`config.mk`:
```
export PLATFORM = sky130hd
export DESIGN_NAME = ccc_top
export DESIGN_NICKNAME = d
export VERILOG_FILES = /design/src/pkg/ccc_pkg.sv /design/src/pkg/ccc_if.sv /design/src/core/ccc_crc.sv /design/src/core/ccc_buf.sv /design/src/core/ccc_top.sv
export SDC_FILE = /design/constraint.sdc
export NUM_CORES = 2
export LEC_CHECK = 0
export ABC_CLOCK_PERIOD_IN_PS = 8200
export BUFFER_PORTS_ARGS = -buffer_cell sky130_fd_sc_hd__buf_2
export CAP_MARGIN = 10
export CORE_UTILIZATION = 25
export CTS_CLUSTER_SIZE = 28
export DETAILED_ROUTE_END_ITERATION = 8
export MAX_ROUTING_LAYER = met4
export SLEW_MARGIN = 0
export SYNTH_ARGS = -nofsm -noshare
export SYNTH_HDL_FRONTEND = slang
export SYNTH_SLANG_ARGS = --single-unit
```
`constraint.sdc`:
```
create_clock -name i_clock -period 8.2 [get_ports i_clock]
set_clock_uncertainty 0.15 [all_clocks]
set_input_delay 1.64 -clock i_clock [delete_from_list [all_inputs] [get_ports i_clock]]
set_output_delay 1.64 -clock i_clock [all_outputs]
set_load 0.02 [all_outputs]
```
`src/pkg/ccc_pkg.sv`:
```
package ccc_pkg;
	localparam int          CLK_MHZ         = 200;
	localparam int          CRC7_W          = 7;
	localparam logic [6:0]  CRC7_POLY       = 7'h09;
	localparam int          CRC16_W         = 16;
	localparam logic [15:0] CRC16_POLY      = 16'h1021;
	localparam int          CMD_BITS        = 48;
	localparam int          CMD_CRC_SPAN    = 40;
	localparam int          REG_CRC_SPAN    = 120;
	localparam int          CMD_DIR_POS     = 46;
	localparam int          CMD_IDX_POS     = 40;
	localparam int          CMD_ARG_POS     = 8;
	localparam int          TIMEOUT_MULT    = 10;
	localparam int          MAX_BLK_BYTES   = 2048;
	localparam logic [11:0] BASIC_CLASS     = 12'h001;
	localparam logic [5:0]  IDX_IDLE        = 6'h00;
	localparam int          FORCE_ERASE_MIN = 3;
	localparam longint      FORCE_ERASE_CYC = longint'(FORCE_ERASE_MIN) * 60 * 1000000 * CLK_MHZ;

	typedef enum logic [1:0] {
		CCC_BC   = 2'h0,
		CCC_BCR  = 2'h1,
		CCC_AC   = 2'h3,
		CCC_ADTC = 2'h2
	} ccc_cmd_type_t;

	typedef enum logic [1:0] {
		CCC_OP_READ  = 2'h0,
		CCC_OP_WRITE = 2'h1,
		CCC_OP_ERASE = 2'h3,
		CCC_OP_FORCE = 2'h2
	} ccc_op_t;
endpackage

```
`src/pkg/ccc_if.sv`:
```
`timescale 1ns/1ps
interface ccc_crc_if #(parameter int W = 7);
	logic         clear;
	logic         shift;
	logic         din;
	logic [W-1:0] crc;
	modport eng (input clear, input shift, input din, output crc);
	modport usr (output clear, output shift, output din, input crc);
endinterface

interface ccc_stream_if #(parameter int W = 40);
	logic         valid;
	logic         ready;
	logic [W-1:0] data;
	modport src (output valid, output data, input ready);
	modport snk (input valid, input data, output ready);
endinterface

```
`src/core/ccc_crc.sv`:
```
`timescale 1ns/1ps
module ccc_crc #(
	parameter int         W    = 7,
	parameter logic [W-1:0] POLY = 7'h09
) (
	// Clock and reset
	input  wire logic i_clock,
	input  wire logic i_srst,
	// Serial engine
	ccc_crc_if.eng    c
);
	logic [W-1:0] base;

	assign base = c.clear ? '0 : c.crc;

	always_ff @(posedge i_clock) begin
		if (i_srst) begin
			c.crc <= '0;
		end else if (c.shift) begin
			c.crc <= {base[W-2:0], 1'b0} ^ ((c.din ^ base[W-1]) ? POLY : '0);
		end else if (c.clear) begin
			c.crc <= '0;
		end
	end

	property p_clear_zero;
		@(posedge i_clock) disable iff (i_srst) c.clear && !c.shift |=> c.crc == '0;
	endproperty
	a_clear_zero: assert property (p_clear_zero) else $error("crc not cleared");

	property p_poly;
		@(posedge i_clock) disable iff (i_srst)
		c.shift && c.din && (c.clear || c.crc == '0) |=> c.crc == POLY;
	endproperty
	a_poly: assert property (p_poly) else $error("crc generator wrong");
endmodule

```
`src/core/ccc_buf.sv`:
```
`timescale 1ns/1ps
module ccc_buf #(
	parameter int W = 40
) (
	// Clock and reset
	input  wire logic i_clock,
	input  wire logic i_srst,
	// Fill and drain sides
	ccc_stream_if.snk s,
	ccc_stream_if.src q
);
	logic         v1;
	logic [W-1:0] d1;
	logic         push;
	logic         pop;

	assign s.ready = !v1;
	assign push    = s.valid && !v1;
	assign pop     = q.valid && q.ready;

	always_ff @(posedge i_clock) begin
		if (i_srst) begin
			q.valid <= 1'b0;
			v1      <= 1'b0;
			q.data  <= '0;
			d1      <= '0;
		end else if (pop) begin
			if (v1) begin
				q.data <= d1;
				v1     <= push;
				if (push) begin
					d1 <= s.data;
				end
			end else begin
				q.valid <= push;
				q.data  <= s.data;
			end
		end else if (push) begin
			if (!q.valid) begin
				q.valid <= 1'b1;
				q.data  <= s.data;
			end else begin
				v1 <= 1'b1;
				d1 <= s.data;
			end
		end
	end

	property p_hold;
		@(posedge i_clock) disable iff (i_srst) q.valid && !q.ready |=> q.valid && $stable(q.data);
	endproperty
	a_hold: assert property (p_hold) else $error("buffered word lost under stall");
endmodule

```
`src/core/ccc_top.sv`:
```
`timescale 1ns/1ps
// Functional notes
// - CRC7 on commands, responses, identity registers
// - CRC7 generator x7 plus x3 plus 1
// - CRC7 starts zero, leftmost bit first
// - CRC7 spans 40 or 120 bits
// - Data CRC16 generator x16 x12 x5 1
// - CRC16 cleared per block, first bit first
// - Blocks at most 2048 bytes
// - One CRC16 per line, sent together
// - Bad command CRC: silent, flag set
// - Illegal command: silent, flag set
// - Illegal: unsupported class, state, undefined index
// - Operations time out at ten times typical
// - Read time is time plus clocks
// - Program time is read times two to the multiplier
// - Erase time is blocks times write
// - Forced erase times out after 3 minutes
// - 48-bit frame: start, direction, index, argument
// - Frames sent leftmost bit first
// - Four command types
// - Basic class always supported and reported
// - Commands on command line, data on data
module ccc_top #(
	parameter int          LINES           = 8,
	parameter logic [11:0] CLASS_SET       = 12'h0ff,
	parameter longint      FORCE_ERASE_CYC = ccc_pkg::FORCE_ERASE_CYC
) (
	// Clock and reset
	input  wire logic                    i_clock,
	input  wire logic                    i_srst,
	// Card bus pins
	input  wire logic                    i_bus_clk,
	input  wire logic                    i_cmd,
	output logic                         o_cmd,
	output logic                         o_cmd_oe,
	input  wire logic [LINES-1:0]        i_dat,
	// Received commands
	output logic                         o_cmd_valid,
	input  wire logic                    i_cmd_ready,
	output logic [5:0]                   o_cmd_index,
	output logic [31:0]                  o_cmd_arg,
	output ccc_pkg::ccc_cmd_type_t       o_cmd_type,
	input  wire logic [63:0]             i_cmd_permitted,
	// Status
	input  wire logic                    i_status_clear,
	output logic                         o_crc_err,
	output logic                         o_illegal,
	output logic [11:0]                  o_command_class_set,
	// Response
	input  wire logic                    i_resp_valid,
	input  wire logic                    i_resp_long,
	input  wire logic                    i_resp_no_crc,
	input  wire logic [119:0]            i_resp_bits,
	output logic                         o_resp_ready,
	// Data block check
	input  wire logic                    i_blk_arm,
	input  wire logic [11:0]             i_blk_bytes,
	input  wire logic [1:0]              i_bus_width,
	output logic                         o_blk_done,
	output logic                         o_blk_crc_err,
	// Operation time-out
	input  wire logic                    i_op_start,
	input  wire ccc_pkg::ccc_op_t        i_op_kind,
	input  wire logic                    i_op_done,
	input  wire logic [31:0]             i_read_delay_time_param_cyc,
	input  wire logic [15:0]             i_read_delay_clock_param_clk,
	input  wire logic [2:0]              i_write_speed_multiplier,
	input  wire logic [15:0]             i_erase_blocks,
	output logic                         o_op_busy,
	output logic                         o_op_timeout
);
	function automatic logic [11:0] cmd_classes(input logic [5:0] idx);
		case (idx)
			6'h00, 6'h01, 6'h02, 6'h03, 6'h04, 6'h06, 6'h07, 6'h08, 6'h09, 6'h0a, 6'h0c,
			6'h0d, 6'h0e, 6'h0f, 6'h13: cmd_classes = 12'h001;
			6'h0b: cmd_classes = 12'h002;
			6'h10: cmd_classes = 12'h094;
			6'h11, 6'h12: cmd_classes = 12'h004;
			6'h14: cmd_classes = 12'h008;
			6'h17: cmd_classes = 12'h014;
			6'h18, 6'h19, 6'h1a, 6'h1b: cmd_classes = 12'h010;
			6'h1c, 6'h1d, 6'h1e: cmd_classes = 12'h040;
			6'h23, 6'h24, 6'h26: cmd_classes = 12'h020;
			6'h27, 6'h28: cmd_classes = 12'h200;
			6'h2a: cmd_classes = 12'h080;
			6'h37, 6'h38: cmd_classes = 12'h100;
			default: cmd_classes = 12'h000;
		endcase
	endfunction

	function automatic ccc_pkg::ccc_cmd_type_t cmd_type(input logic [5:0] idx);
		case (idx)
			6'h00, 6'h04: cmd_type = ccc_pkg::CCC_BC;
			6'h01, 6'h02, 6'h28: cmd_type = ccc_pkg::CCC_BCR;
			6'h08, 6'h0b, 6'h0e, 6'h11, 6'h12, 6'h13, 6'h14, 6'h18, 6'h19, 6'h1a, 6'h1b,
			6'h1e, 6'h2a, 6'h38: cmd_type = ccc_pkg::CCC_ADTC;
			default: cmd_type = ccc_pkg::CCC_AC;
		endcase
	endfunction

	function automatic logic [35:0] times_ten(input logic [31:0] v);
		times_ten = 36'(v) * 36'(ccc_pkg::TIMEOUT_MULT);
	endfunction

	localparam logic [11:0] CLS_EFF = CLASS_SET | ccc_pkg::BASIC_CLASS;

	// Pin synchronisers: bus clock, command line, data lines
	// Reset to the idle pin levels so that no false edge follows reset
	localparam logic [LINES+1:0] PIN_IDLE = {{(LINES + 1){1'b1}}, 1'b0};
	logic [LINES+1:0] s1, s2, s3, sv;
	logic             bclk_d, rise, fall, cbit;
	always_ff @(posedge i_clock) begin
		if (i_srst) begin
			s1     <= PIN_IDLE;
			s2     <= PIN_IDLE;
			s3     <= PIN_IDLE;
			sv     <= PIN_IDLE;
			bclk_d <= 1'b0;
		end else begin
			s1     <= {i_dat, i_cmd, i_bus_clk};
			s2     <= s1;
			s3     <= s2;
			sv     <= (~(s2 ^ s3) & s3) | ((s2 ^ s3) & sv);
			bclk_d <= sv[0];
		end
	end
	assign rise = sv[0] && !bclk_d;
	assign fall = !sv[0] && bclk_d;
	assign cbit = sv[1];

	// Command receiver
	ccc_crc_if #(ccc_pkg::CRC7_W) rcrc ();
	ccc_crc #(.W(ccc_pkg::CRC7_W), .POLY(ccc_pkg::CRC7_POLY)) u_rcrc (
		.i_clock (i_clock),
		.i_srst  (i_srst),
		.c       (rcrc)
	);
	ccc_stream_if #(40) sq ();
	ccc_stream_if #(40) oq ();
	ccc_buf #(.W(40)) u_buf (
		.i_clock (i_clock),
		.i_srst  (i_srst),
		.s       (sq),
		.q       (oq)
	);

	logic        rx_on, rx_done, pend, gate, rx_bad, rx_ill, tx_busy;
	logic [5:0]  rx_cnt;
	logic [47:0] rx_sr;
	logic [39:0] pend_d;
	logic [5:0]  rx_idx;

	// command line only, never while driving
	assign gate       = rise && !tx_busy && !o_cmd_oe;
	assign rx_idx     = rx_sr[ccc_pkg::CMD_IDX_POS +: 6];
	// start from zero with the start bit
	assign rcrc.clear = gate && !rx_on && !cbit && !pend;
	// only the first 40 frame bits
	assign rcrc.shift = rcrc.clear || (gate && rx_on && rx_cnt < 6'(ccc_pkg::CMD_CRC_SPAN));
	assign rcrc.din   = cbit;
	// direction, end bit and CRC7 field
	assign rx_bad     = !rx_sr[ccc_pkg::CMD_DIR_POS] || !rx_sr[0] || rx_sr[7:1] != rcrc.crc;
	assign rx_ill     = ~|(cmd_classes(rx_idx) & CLS_EFF) || !i_cmd_permitted[rx_idx];

	always_ff @(posedge i_clock) begin
		if (i_srst) begin
			rx_on   <= 1'b0;
			rx_cnt  <= '0;
			rx_sr   <= '0;
			rx_done <= 1'b0;
		end else begin
			rx_done <= 1'b0;
			if (rcrc.clear) begin
				rx_on  <= 1'b1;
				rx_cnt <= 6'h01;
				rx_sr  <= {rx_sr[46:0], cbit};
			end else if (gate && rx_on) begin
				rx_sr  <= {rx_sr[46:0], cbit};
				rx_cnt <= rx_cnt + 6'h01;
				if (rx_cnt == 6'(ccc_pkg::CMD_BITS - 1)) begin
					rx_on   <= 1'b0;
					rx_done <= 1'b1;
				end
			end
		end
	end

	// bad or illegal frames are dropped
	always_ff @(posedge i_clock) begin
		if (i_srst) begin
			pend   <= 1'b0;
			pend_d <= '0;
		end else if (rx_done && !rx_bad && !rx_ill) begin
			pend   <= 1'b1;
			pend_d <= {rx_idx, rx_sr[ccc_pkg::CMD_ARG_POS +: 32], cmd_type(rx_idx)};
		end else if (sq.ready) begin
			pend <= 1'b0;
		end
	end
	assign sq.valid = pend;
	assign sq.data  = pend_d;
	assign oq.ready = i_cmd_ready;

	assign o_cmd_valid = oq.valid;
	assign o_cmd_index = oq.data[39:34];
	assign o_cmd_arg   = oq.data[33:2];
	assign o_cmd_type  = ccc_pkg::ccc_cmd_type_t'(oq.data[1:0]);

	// Status flags: a set in the clearing cycle wins; idle command clears
	logic st_clr;
	assign st_clr = i_status_clear || (rx_done && !rx_bad && !rx_ill && rx_idx == ccc_pkg::IDX_IDLE);
	always_ff @(posedge i_clock) begin
		if (i_srst) begin
			o_crc_err           <= 1'b0;
			o_illegal           <= 1'b0;
			o_command_class_set <= ccc_pkg::BASIC_CLASS;
		end else begin
			o_command_class_set <= CLS_EFF;
			if (rx_done && rx_bad) begin
				o_crc_err <= 1'b1;
			end else if (st_clr) begin
				o_crc_err <= 1'b0;
			end
			if (rx_done && !rx_bad && rx_ill) begin
				o_illegal <= 1'b1;
			end else if (st_clr) begin
				o_illegal <= 1'b0;
			end
		end
	end

	property p_crc_drop;
		@(posedge i_clock) disable iff (i_srst) rx_done && rx_bad && !pend |=> o_crc_err && !pend;
	endproperty
	a_crc_drop: assert property (p_crc_drop) else $error("bad frame not dropped");

	property p_illegal;
		@(posedge i_clock) disable iff (i_srst)
		rx_done && !rx_bad && rx_ill && !pend |=> o_illegal && !pend;
	endproperty
	a_illegal: assert property (p_illegal) else $error("illegal frame accepted");

	// Response transmitter, bits change on falling bus clock
	ccc_crc_if #(ccc_pkg::CRC7_W) tcrc ();
	ccc_crc #(.W(ccc_pkg::CRC7_W), .POLY(ccc_pkg::CRC7_POLY)) u_tcrc (
		.i_clock (i_clock),
		.i_srst  (i_srst),
		.c       (tcrc)
	);
	logic [127:0] tx_sr;
	logic [7:0]   tx_cnt, tx_n;
	logic         tx_nocrc;
	logic [7:0]   tail;

	// no CRC7 for the operating-conditions response
	assign tail       = {tx_nocrc ? 7'h7f : tcrc.crc, 1'b1};
	assign tcrc.clear = o_resp_ready && i_resp_valid;
	assign tcrc.shift = tx_busy && fall && tx_cnt < tx_n;
	assign tcrc.din   = tx_sr[127];

	always_ff @(posedge i_clock) begin
		if (i_srst) begin
			tx_busy      <= 1'b0;
			o_resp_ready <= 1'b0;
			o_cmd        <= 1'b1;
			o_cmd_oe     <= 1'b0;
			tx_sr        <= '0;
			tx_cnt       <= '0;
			tx_n         <= '0;
			tx_nocrc     <= 1'b0;
		end else if (!tx_busy) begin
			o_resp_ready <= !rx_on;
			if (o_resp_ready && i_resp_valid) begin
				o_resp_ready <= 1'b0;
				tx_busy      <= 1'b1;
				tx_cnt       <= '0;
				tx_nocrc     <= i_resp_no_crc;
				tx_n  <= i_resp_long ? 8'(ccc_pkg::REG_CRC_SPAN) : 8'(ccc_pkg::CMD_CRC_SPAN);
				tx_sr <= i_resp_long ? {i_resp_bits, 8'h00} : {i_resp_bits[39:0], 88'h0};
			end
		end else if (fall) begin
			tx_cnt <= tx_cnt + 8'h01;
			if (tx_cnt == tx_n + 8'h08) begin
				o_cmd_oe <= 1'b0;
				o_cmd    <= 1'b1;
				tx_busy  <= 1'b0;
			end else if (tx_cnt == tx_n) begin
				o_cmd         <= tail[7];
				tx_sr[127:121] <= tail[6:0];
			end else begin
				o_cmd_oe <= 1'b1;
				o_cmd    <= tx_sr[127];
				tx_sr    <= {tx_sr[126:0], 1'b0};
			end
		end
	end

	property p_end_bit;
		@(posedge i_clock) disable iff (i_srst) $fell(o_cmd_oe) |-> $past(o_cmd);
	endproperty
	a_end_bit: assert property (p_end_bit) else $error("response end bit not one");

	// Data block CRC16, one engine per line
	typedef enum logic [1:0] {D_IDLE = 2'h0, D_WAIT = 2'h1, D_DATA = 2'h3, D_CRC = 2'h2} ccc_dst_t;
	ccc_dst_t          d_st;
	logic [14:0]       d_cnt, d_len;
	logic [LINES-1:0]  act, line_ok;
	logic [LINES-1:0][15:0] rxc;
	logic [LINES-1:0]  dbit;

	assign dbit = sv[LINES+1:2];
	ccc_crc_if #(ccc_pkg::CRC16_W) dcrc [LINES] ();
	for (genvar g = 0; g < LINES; g++) begin : g_line
		ccc_crc #(.W(ccc_pkg::CRC16_W), .POLY(ccc_pkg::CRC16_POLY)) u_dcrc (
			.i_clock (i_clock),
			.i_srst  (i_srst),
			.c       (dcrc[g])
		);
		// cleared at arm, first data bit first
		assign dcrc[g].clear = i_blk_arm && d_st == D_IDLE;
		// each active line runs its own CRC16
		assign dcrc[g].shift = rise && d_st == D_DATA && act[g];
		assign dcrc[g].din   = dbit[g];
		assign line_ok[g]    = !act[g] || dcrc[g].crc == rxc[g];
	end

	always_ff @(posedge i_clock) begin
		if (i_srst) begin
			d_st          <= D_IDLE;
			d_cnt         <= '0;
			d_len         <= '0;
			act           <= '0;
			rxc           <= '0;
			o_blk_done    <= 1'b0;
			o_blk_crc_err <= 1'b0;
		end else begin
			o_blk_done <= 1'b0;
			case (d_st)
				D_IDLE: begin
					if (i_blk_arm && i_blk_bytes != '0
						&& i_blk_bytes <= 12'(ccc_pkg::MAX_BLK_BYTES)) begin
						d_st  <= D_WAIT;
						d_len <= {i_blk_bytes, 3'h0} >> (i_bus_width == 2'h2 ? 3 :
							i_bus_width == 2'h1 ? 2 : 0);
						act   <= i_bus_width == 2'h2 ? LINES'(8'hff) :
							i_bus_width == 2'h1 ? LINES'(4'hf) : LINES'(1'b1);
					end
				end
				D_WAIT: if (rise && !dbit[0]) begin
					d_st  <= D_DATA;
					d_cnt <= '0;
				end
				D_DATA: if (rise) begin
					d_cnt <= d_cnt + 15'h1;
					if (d_cnt == d_len - 15'h1) begin
						d_st  <= D_CRC;
						d_cnt <= '0;
					end
				end
				D_CRC: if (rise) begin
					for (int i = 0; i < LINES; i++) begin
						rxc[i] <= {rxc[i][14:0], dbit[i]};
					end
					d_cnt <= d_cnt + 15'h1;
					if (d_cnt == 15'(ccc_pkg::CRC16_W - 1)) begin
						d_st <= D_IDLE;
					end
				end
				default: d_st <= D_IDLE;
			endcase
			if (d_st == D_IDLE && bclk_d && o_blk_done == 1'b0 && d_cnt == 15'(ccc_pkg::CRC16_W)) begin
				o_blk_done    <= 1'b1;
				o_blk_crc_err <= !(&line_ok);
				d_cnt         <= '0;
			end
		end
	end

	property p_blk_done;
		@(posedge i_clock) disable iff (i_srst)
		d_st == D_CRC && rise && d_cnt == 15'(ccc_pkg::CRC16_W - 1) |-> ##[1:40] o_blk_done;
	endproperty
	a_blk_done: assert property (p_blk_done) else $error("block result missing");

	// Operation time-out: time phase, then clock phase, repeated; forced erase is one long cycle count
	typedef enum logic [1:0] {T_IDLE = 2'h0, T_TIME = 2'h1, T_CLK = 2'h3, T_LONG = 2'h2} ccc_tst_t;
	ccc_tst_t    t_st;
	logic [35:0] t_cnt;
	logic [31:0] reps;

	always_ff @(posedge i_clock) begin
		if (i_srst) begin
			t_st         <= T_IDLE;
			t_cnt        <= '0;
			reps         <= '0;
			o_op_busy    <= 1'b0;
			o_op_timeout <= 1'b0;
		end else if (i_op_start) begin
			o_op_busy    <= 1'b1;
			o_op_timeout <= 1'b0;
			t_cnt        <= '0;
			case (i_op_kind)
				ccc_pkg::CCC_OP_FORCE: t_st <= T_LONG;
				default: t_st <= T_TIME;
			endcase
			case (i_op_kind)
				ccc_pkg::CCC_OP_WRITE: reps <= 32'h1 << i_write_speed_multiplier;
				ccc_pkg::CCC_OP_ERASE: reps <= 32'(i_erase_blocks) << i_write_speed_multiplier;
				default: reps <= 32'h1;
			endcase
		end else if (i_op_done) begin
			t_st      <= T_IDLE;
			o_op_busy <= 1'b0;
		end else begin
			case (t_st)
				T_IDLE: t_cnt <= '0;
				T_TIME: begin
					t_cnt <= t_cnt + 36'h1;
					if (t_cnt + 36'h1 >= times_ten(i_read_delay_time_param_cyc)) begin
						t_st  <= T_CLK;
						t_cnt <= '0;
					end
				end
				T_CLK: begin
					if (rise) begin
						t_cnt <= t_cnt + 36'h1;
					end
					if (t_cnt >= times_ten(32'(i_read_delay_clock_param_clk))) begin
						t_cnt <= '0;
						reps  <= reps - 32'h1;
						t_st  <= T_TIME;
						if (reps <= 32'h1) begin
							t_st         <= T_IDLE;
							o_op_busy    <= 1'b0;
							o_op_timeout <= 1'b1;
						end
					end
				end
				T_LONG: begin
					t_cnt <= t_cnt + 36'h1;
					if (t_cnt == 36'(FORCE_ERASE_CYC - 1)) begin
						t_st         <= T_IDLE;
						o_op_busy    <= 1'b0;
						o_op_timeout <= 1'b1;
					end
				end
				default: t_st <= T_IDLE;
			endcase
		end
	end

	property p_force;
		@(posedge i_clock) disable iff (i_srst)
		$rose(o_op_timeout) && $past(t_st) == T_LONG |-> $past(t_cnt) == 36'(FORCE_ERASE_CYC - 1);
	endproperty
	a_force: assert property (p_force) else $error("forced erase limit wrong");

	property p_timeout_idle;
		@(posedge i_clock) disable iff (i_srst) $rose(o_op_timeout) |-> !o_op_busy && t_st == T_IDLE;
	endproperty
	a_timeout_idle: assert property (p_timeout_idle) else $error("timed-out op not abandoned");
endmodule

```
; ---- After elaboration in Yosys (flattened, before gate mapping)
; Memory sizes are Yosys's and may differ from the RTL's. A register that Yosys moved wholly into a read port is not among the register bits.
; Index checks and enable logic that the tools add are counted.
; W data, S select, Z words.
[word_totals]
reg_bits = 766
mem_bits_ro = 768
mem_count = 2
[op_classes]
n_addsub = 7
n_mul = 2
magnitude_cmp = 7
eq_ne = 51
shift = 3
n_mux = 129
n_bitwise = 29
reduce_logical = 115
[mem_list]
columns = memory, depth, width, read_ports, rd_ports_with_merged_regs, write_ports, line
row1 = (no name shown), 64, 10, 1, 1, 0, ccc_top.sv:74  ; case (idx)
row2 = (no name shown), 64, 2, 1, 1, 0, ccc_top.sv:93  ; case (idx)
[ops]
columns = cell, count
row1 = $mux W128, 5
row2 = $mux W40, 9
row3 = $mux W16, 16
row4 = $pmux W36 S4, 1
row5 = $eq A16 B16 Y1, 8
row6 = $mux W32, 4
row7 = $xor A16 B16 Y16, 8
row8 = $mux W121, 1
row9 = $mux W36, 3
row10 = $mux W13, 8
row11 = $mux W47, 2
row12 = $pmux W32 S2, 1
row13 = $mux W15, 4
row14 = $mux W7, 7
row15 = $pmux W15 S3, 1
row16 = $mux W8, 5
row17 = $mux W1, 38
row18 = $add A36 B1 Y36 const B, 1
row19 = $eq A36 B36 Y1 const B, 1
row20 = $ge A36 B20 Y1, 1
row21 = $ge A36 B36 Y1, 1
row22 = $logic_and A1 B1 Y1, 35
row23 = $mul A32 B3 Y35 const B, 1
row24 = $le A32 B1 Y1 const B, 1
row25 = other kinds (58), 181

; ---- Logic depth before layout (Yosys ltp)
[logic_depth]
word_depth = 12
mapped_depth = 22
ltp_nobuf = 21

; ---- Cells and area by module
; From an unflattened synthesis, not the netlist that was laid out.
[unflattened]
cells_unflattened = 4480
area_unflattened_um2 = 38165.4
[by_module_without_submodules]
columns = module, n_inst, cells_each, area_each_um2
row1 = ccc_top, 1, 3528, 28770.1
row2 = ccc_crc at g_line[0].u_dcrc ..., 8, 64, 654.4
row3 = ccc_buf, 1, 372, 3507.1
row4 = ccc_crc at u_rcrc ..., 2, 34, 326.6

; ---- Least setup slack after synthesis
; OpenSTA, ideal clock, no wires.
[synth_timing]
kind = input to register
from = in i_read_delay_time_param_cyc[1]
to = reg t_cnt[4]
setup_ns = 0.058
t_arrival_ns = 6.210
required_time_ns = 7.992
path_slack_ns = 1.782
path_stages = 21
path_cell_list = ha_1 > ha_1 > inv_1 > fa_1 > nand2b_1 > a21oi_1 > o31a_1 > a41oi_1 > o311a_1 > o31ai_1 > a21oi_1 > and4b_1 > ha_1 > nor2b_1 > o21ai_0 > nor4bb_1 > nand4_1 > o311a_1 > nor3_2 > buf_2 > a31o_2
[synth_between]
elab_chain_cells = 4
[synth_lines]
columns = item, line
row1 = start: declaration, ccc_top.sv:66  ; input wire logic [31:0] i_read_delay_time_param_cyc,
row2 = $mul A32 B3 Y35, ccc_top.sv:103  ; times_ten = 36'(v) * 36'(ccc_pkg::TIMEOUT_MULT);
row3 = $ge A36 B36 Y1, ccc_top.sv:420  ; if (t_cnt + 36'h1 >= times_ten(i_read_delay_time_param_cyc)) begin
row4 = $mux W36, ccc_top.sv:420
row5 = $pmux W36 S4, ccc_top.sv:416  ; case (t_st)
row6 = end signal: assignment, ccc_top.sv:419  ; t_cnt <= t_cnt + 36'h1;
row7 = end signal: assignment, ccc_top.sv:427  ; t_cnt <= t_cnt + 36'h1;
row8 = end signal: assignment, ccc_top.sv:441  ; t_cnt <= t_cnt + 36'h1;
row9 = end: declaration, ccc_top.sv:389  ; logic [35:0] t_cnt;
; Every way passes these cells.
; A chain may end at the register's enable or synchronous reset.

; ---- Worst setup path in the final report
[layout_timing]
from = in i_read_delay_time_param_cyc[3]
to = reg t_cnt[33]
; The elaborated chain is that of the path after synthesis.

==> impl_metrics.toml <==
[power]
peakVddDrop_uv = 140
p_switching_uw = 2150
p_int_uw = 6250
p_leak_uw = 0.0171
sw_frac_of_total = 0.256
power_frac_seq = 0.444
p_per_area_mw_per_mm2 = 193
power_frac_clock = 0.454
combPwrFrac = 0.102

[global_routing]
grt_max_degree = 196
antenna_found_initial = 19
grt_remaining_overflow = 0
grt_busiest_layer = "met2"
grt_pass1_vias = 30279
track_usage = 0.134
use_met2 = 0.200
use_met3 = 0.0306
grt_use_met1 = 0.181
grt_pass1_wl_mm = 163

[sta]
drv_slew = 0
finalSetupViolCount = 0
rsz0062_at_grt = "false"
max_freq_mhz = 147
min_period_ns = 6.79
tightest_slew_ns = 1.15
tns_ns = 0
relSlewSlack = 0.235
finalCritPeriodShare = 0.828
hold_viol = 0

[synthesis]
synth_top_cell_by_area = "dfxtp_1"
ys_ff_latch = 744
yosysSeqAreaShare = 0.398
synth_cells = 4586
yosysMostFrequentCell = "nand2_1"
netlist-cell-type-count = 91
yosysWarnings = 0
ys.flop_type = "dfxtp_1"
syn_area_mm2 = 0.0374
async_flop_share = 0
synth.avg_cell_area_um2 = 8.16
netlist.area_leader.share = 0.398
synth_area_leaders = "dfxtp_1 40%, nand2_1 9.2%, a21oi_1 6.2%, ha_1 5.4%, mux2i_1 4.1%"
netlist_top_cells_count = "920 x nand2_1, 744 x dfxtp_1, 462 x a21oi_1"
synth_edf_count = 0

[critical_path]
end_kind = "flip-flop"
ff2ff_setup_slack_ns = 2.89
cp_slowest_cell = "o2bb2ai_1"
slowest_delay_ns = 0.91
cp_common_cell = "ha_1"
required_ns = 8.65
crit_family = "compound AO/OA/AOI/OAI gates"
r2r-start = "t_cnt[0]"
crit_cells = 21
crit_buf_inv = 2
r2r_cells = 15
critPathMaxFanout = 13
critPathArrivalTime_ns = 7.24
crit_path_cell_trace = "buf_2 > ha_1 > ha_1 > inv_1 > fa_1 > nand2b_1 > a21oi_1 > o31a_1 > a41oi_1 > o311a_1 > o31ai_1 > a21oi_1 > and4b_1 > ha_1 > nor2b_1 > o21ai_0 > nor4bb_1 > nand4_1 > o2bb2ai_1 > a31o_2 > a22o_1"
worstSetupPathType = "in2reg"
crit_path_start_kind = "input pin"
r2r-end = "t_cnt[33]"

[routing]
vias = 32388
wl_mm = 102
firstDrtPassIters = 8
vias_per_cell = 4.80
drc = 0
drtAntennaViolNets = 0
wl_per_cell_um = 15.1
drt_iter0_markers = 2273

[status]
outcome = "completed"

[clock_network]
cts_root_buffer = "clkbuf_16"
cts_resized = 0
clock_sinks = 744
clock_latency_ns = 0.68
holdBufCountCts = 0
cts_buffers = 82
cts_tree = "done"
clockBufferDepth = 3
postCtsSetupRepairBufs = 0
h-tree-depth = 3
clk_pin_slew_ns = 0.06

[die]
core_area_mm2 = 0.148
die_h_um = 389
start_util = 0.253
dieArea_mm2 = 0.151
rows = 141
die_w_um = 389
io_pins = 349

[final_layout]
final_nets = 5187
drive_gt1_frac = 0.130
fin_cells = 6746
area_growth_pct = 16.3
final_util = 0.294
fill_cells = 15875

[placement]
dp_cells = 6581
port_buffers = 343
hpwl_mm = 69.5
place_congestion = 0.853

[run]
drv_cap = 0

[min_path]
min_to = "s2[4]"
worstHoldPathCells = 1
hold_path_class = "reg2reg"
hp-start = "s1[4]"
-- worst max-delay path by stage --
stage / slack [ns] / end / from
final: 1.41 / t_cnt[33] / i_read_delay_time_param_cyc[3]
after floorplan: 1.78 / t_cnt[4] / i_read_delay_time_param_cyc[1]
after detailed placement: 0.77 / t_cnt[33] / i_read_delay_time_param_cyc[3]
after global routing: 0.87 / t_cnt[20] / i_read_delay_time_param_cyc[1]
after global placement: 0.93 / t_cnt[33] / i_read_delay_time_param_cyc[3]
after CTS: 1.49 / t_cnt[33] / i_read_delay_time_param_cyc[3]
-- flip-flops by register name (all words and copies together), names as in the netlist, 2 cells and up, named ones only --
register	count
g_line.u_dcrc.c.crc	128
rxc	128
tx_sr	120
rx_sr	47
pend_d	40
u_buf.d1	40
u_buf.q.data	40
t_cnt	36
reps	32
d_cnt	15
d_len	15
s1	10
s2	10
s3	10
tx_cnt	8
u_rcrc.c.crc	7
u_tcrc.c.crc	7
rx_cnt	6
act	3
d_st	2
t_st	2
tx_n	2
-- layout make-up --
type / instances / area (um^2) / share of cell area
Multi-Input combinational cell: 3445 / 21100 / 0.484
Inverter: 85 / 319 / 0.00733
Timing Repair Buffer: 377 / 2010 / 0.0461
Clock buffer: 116 / 2350 / 0.0540
Clock inverter: 29 / 432 / 0.00992
Sequential cell: 744 / 14900 / 0.342
Antenna cell: 20 / 50.0 / 0.00115
Tap cell: 1930 / 2410 / 0.0555
-- metal layers --
| metal | up-vias | part of all wire |
|---|---|---|
| met3 | 134 | 0.065 |
| li1 | 16319 | - |
| met5 | - | 0 |
| met4 | 0 | 0.021 |
| met2 | 781 | 0.44 |
| met1 | 15154 | 0.48 |
-- cells in the final DEF, fill, tap and decap left out, types with 59 or more instances in the layout --
master / n
nand2_1: 918
dfxtp_1: 743
a21oi_1: 462
nor2_1: 396
buf_2: 342
ha_1: 163
mux2i_1: 155
xor2_1: 141
xnor2_1: 135
nor3_1: 126
o21ai_0: 110
inv_1: 84
a221oi_1: 82
clkbuf_16: 82
nand3_1: 59
-- cells by family after synthesis --
| logic type | share of synthesized area |
|---|---|
| other cells | 0.000201 |
| mux | 0.0604 |
| compound gates | 0.167 |
| fa+ha+maj | 0.0556 |
| flops | 0.398 |
| xor+xnor | 0.0646 |
| simple gates | 0.212 |
| buf+inv | 0.0421 |
-- metrics by stage --
stage	hold WS [ns]	setup WS [ns]	cell area, um^2	power [uW]
floorplan	0.239	1.78	37400	4400
detailed placement	0.244	0.769	40700	4660
global route	0.270	0.865	43500	8760
CTS	0.254	1.49	43500	8520
global placement	0.243	0.927	40700	4640
finish	0.255	1.41	43500	8400
-- power groups by stage --
stage	combinational (uW)	sequential, uW	clock [uW]
floorplan	618	3780	0
global placement	835	3810	0
finish	857	3730	3820
global route	961	3740	4060
detailed placement	851	3810	0
CTS	858	3730	3930
No activity file was read; power rests on OpenSTA's default activity.
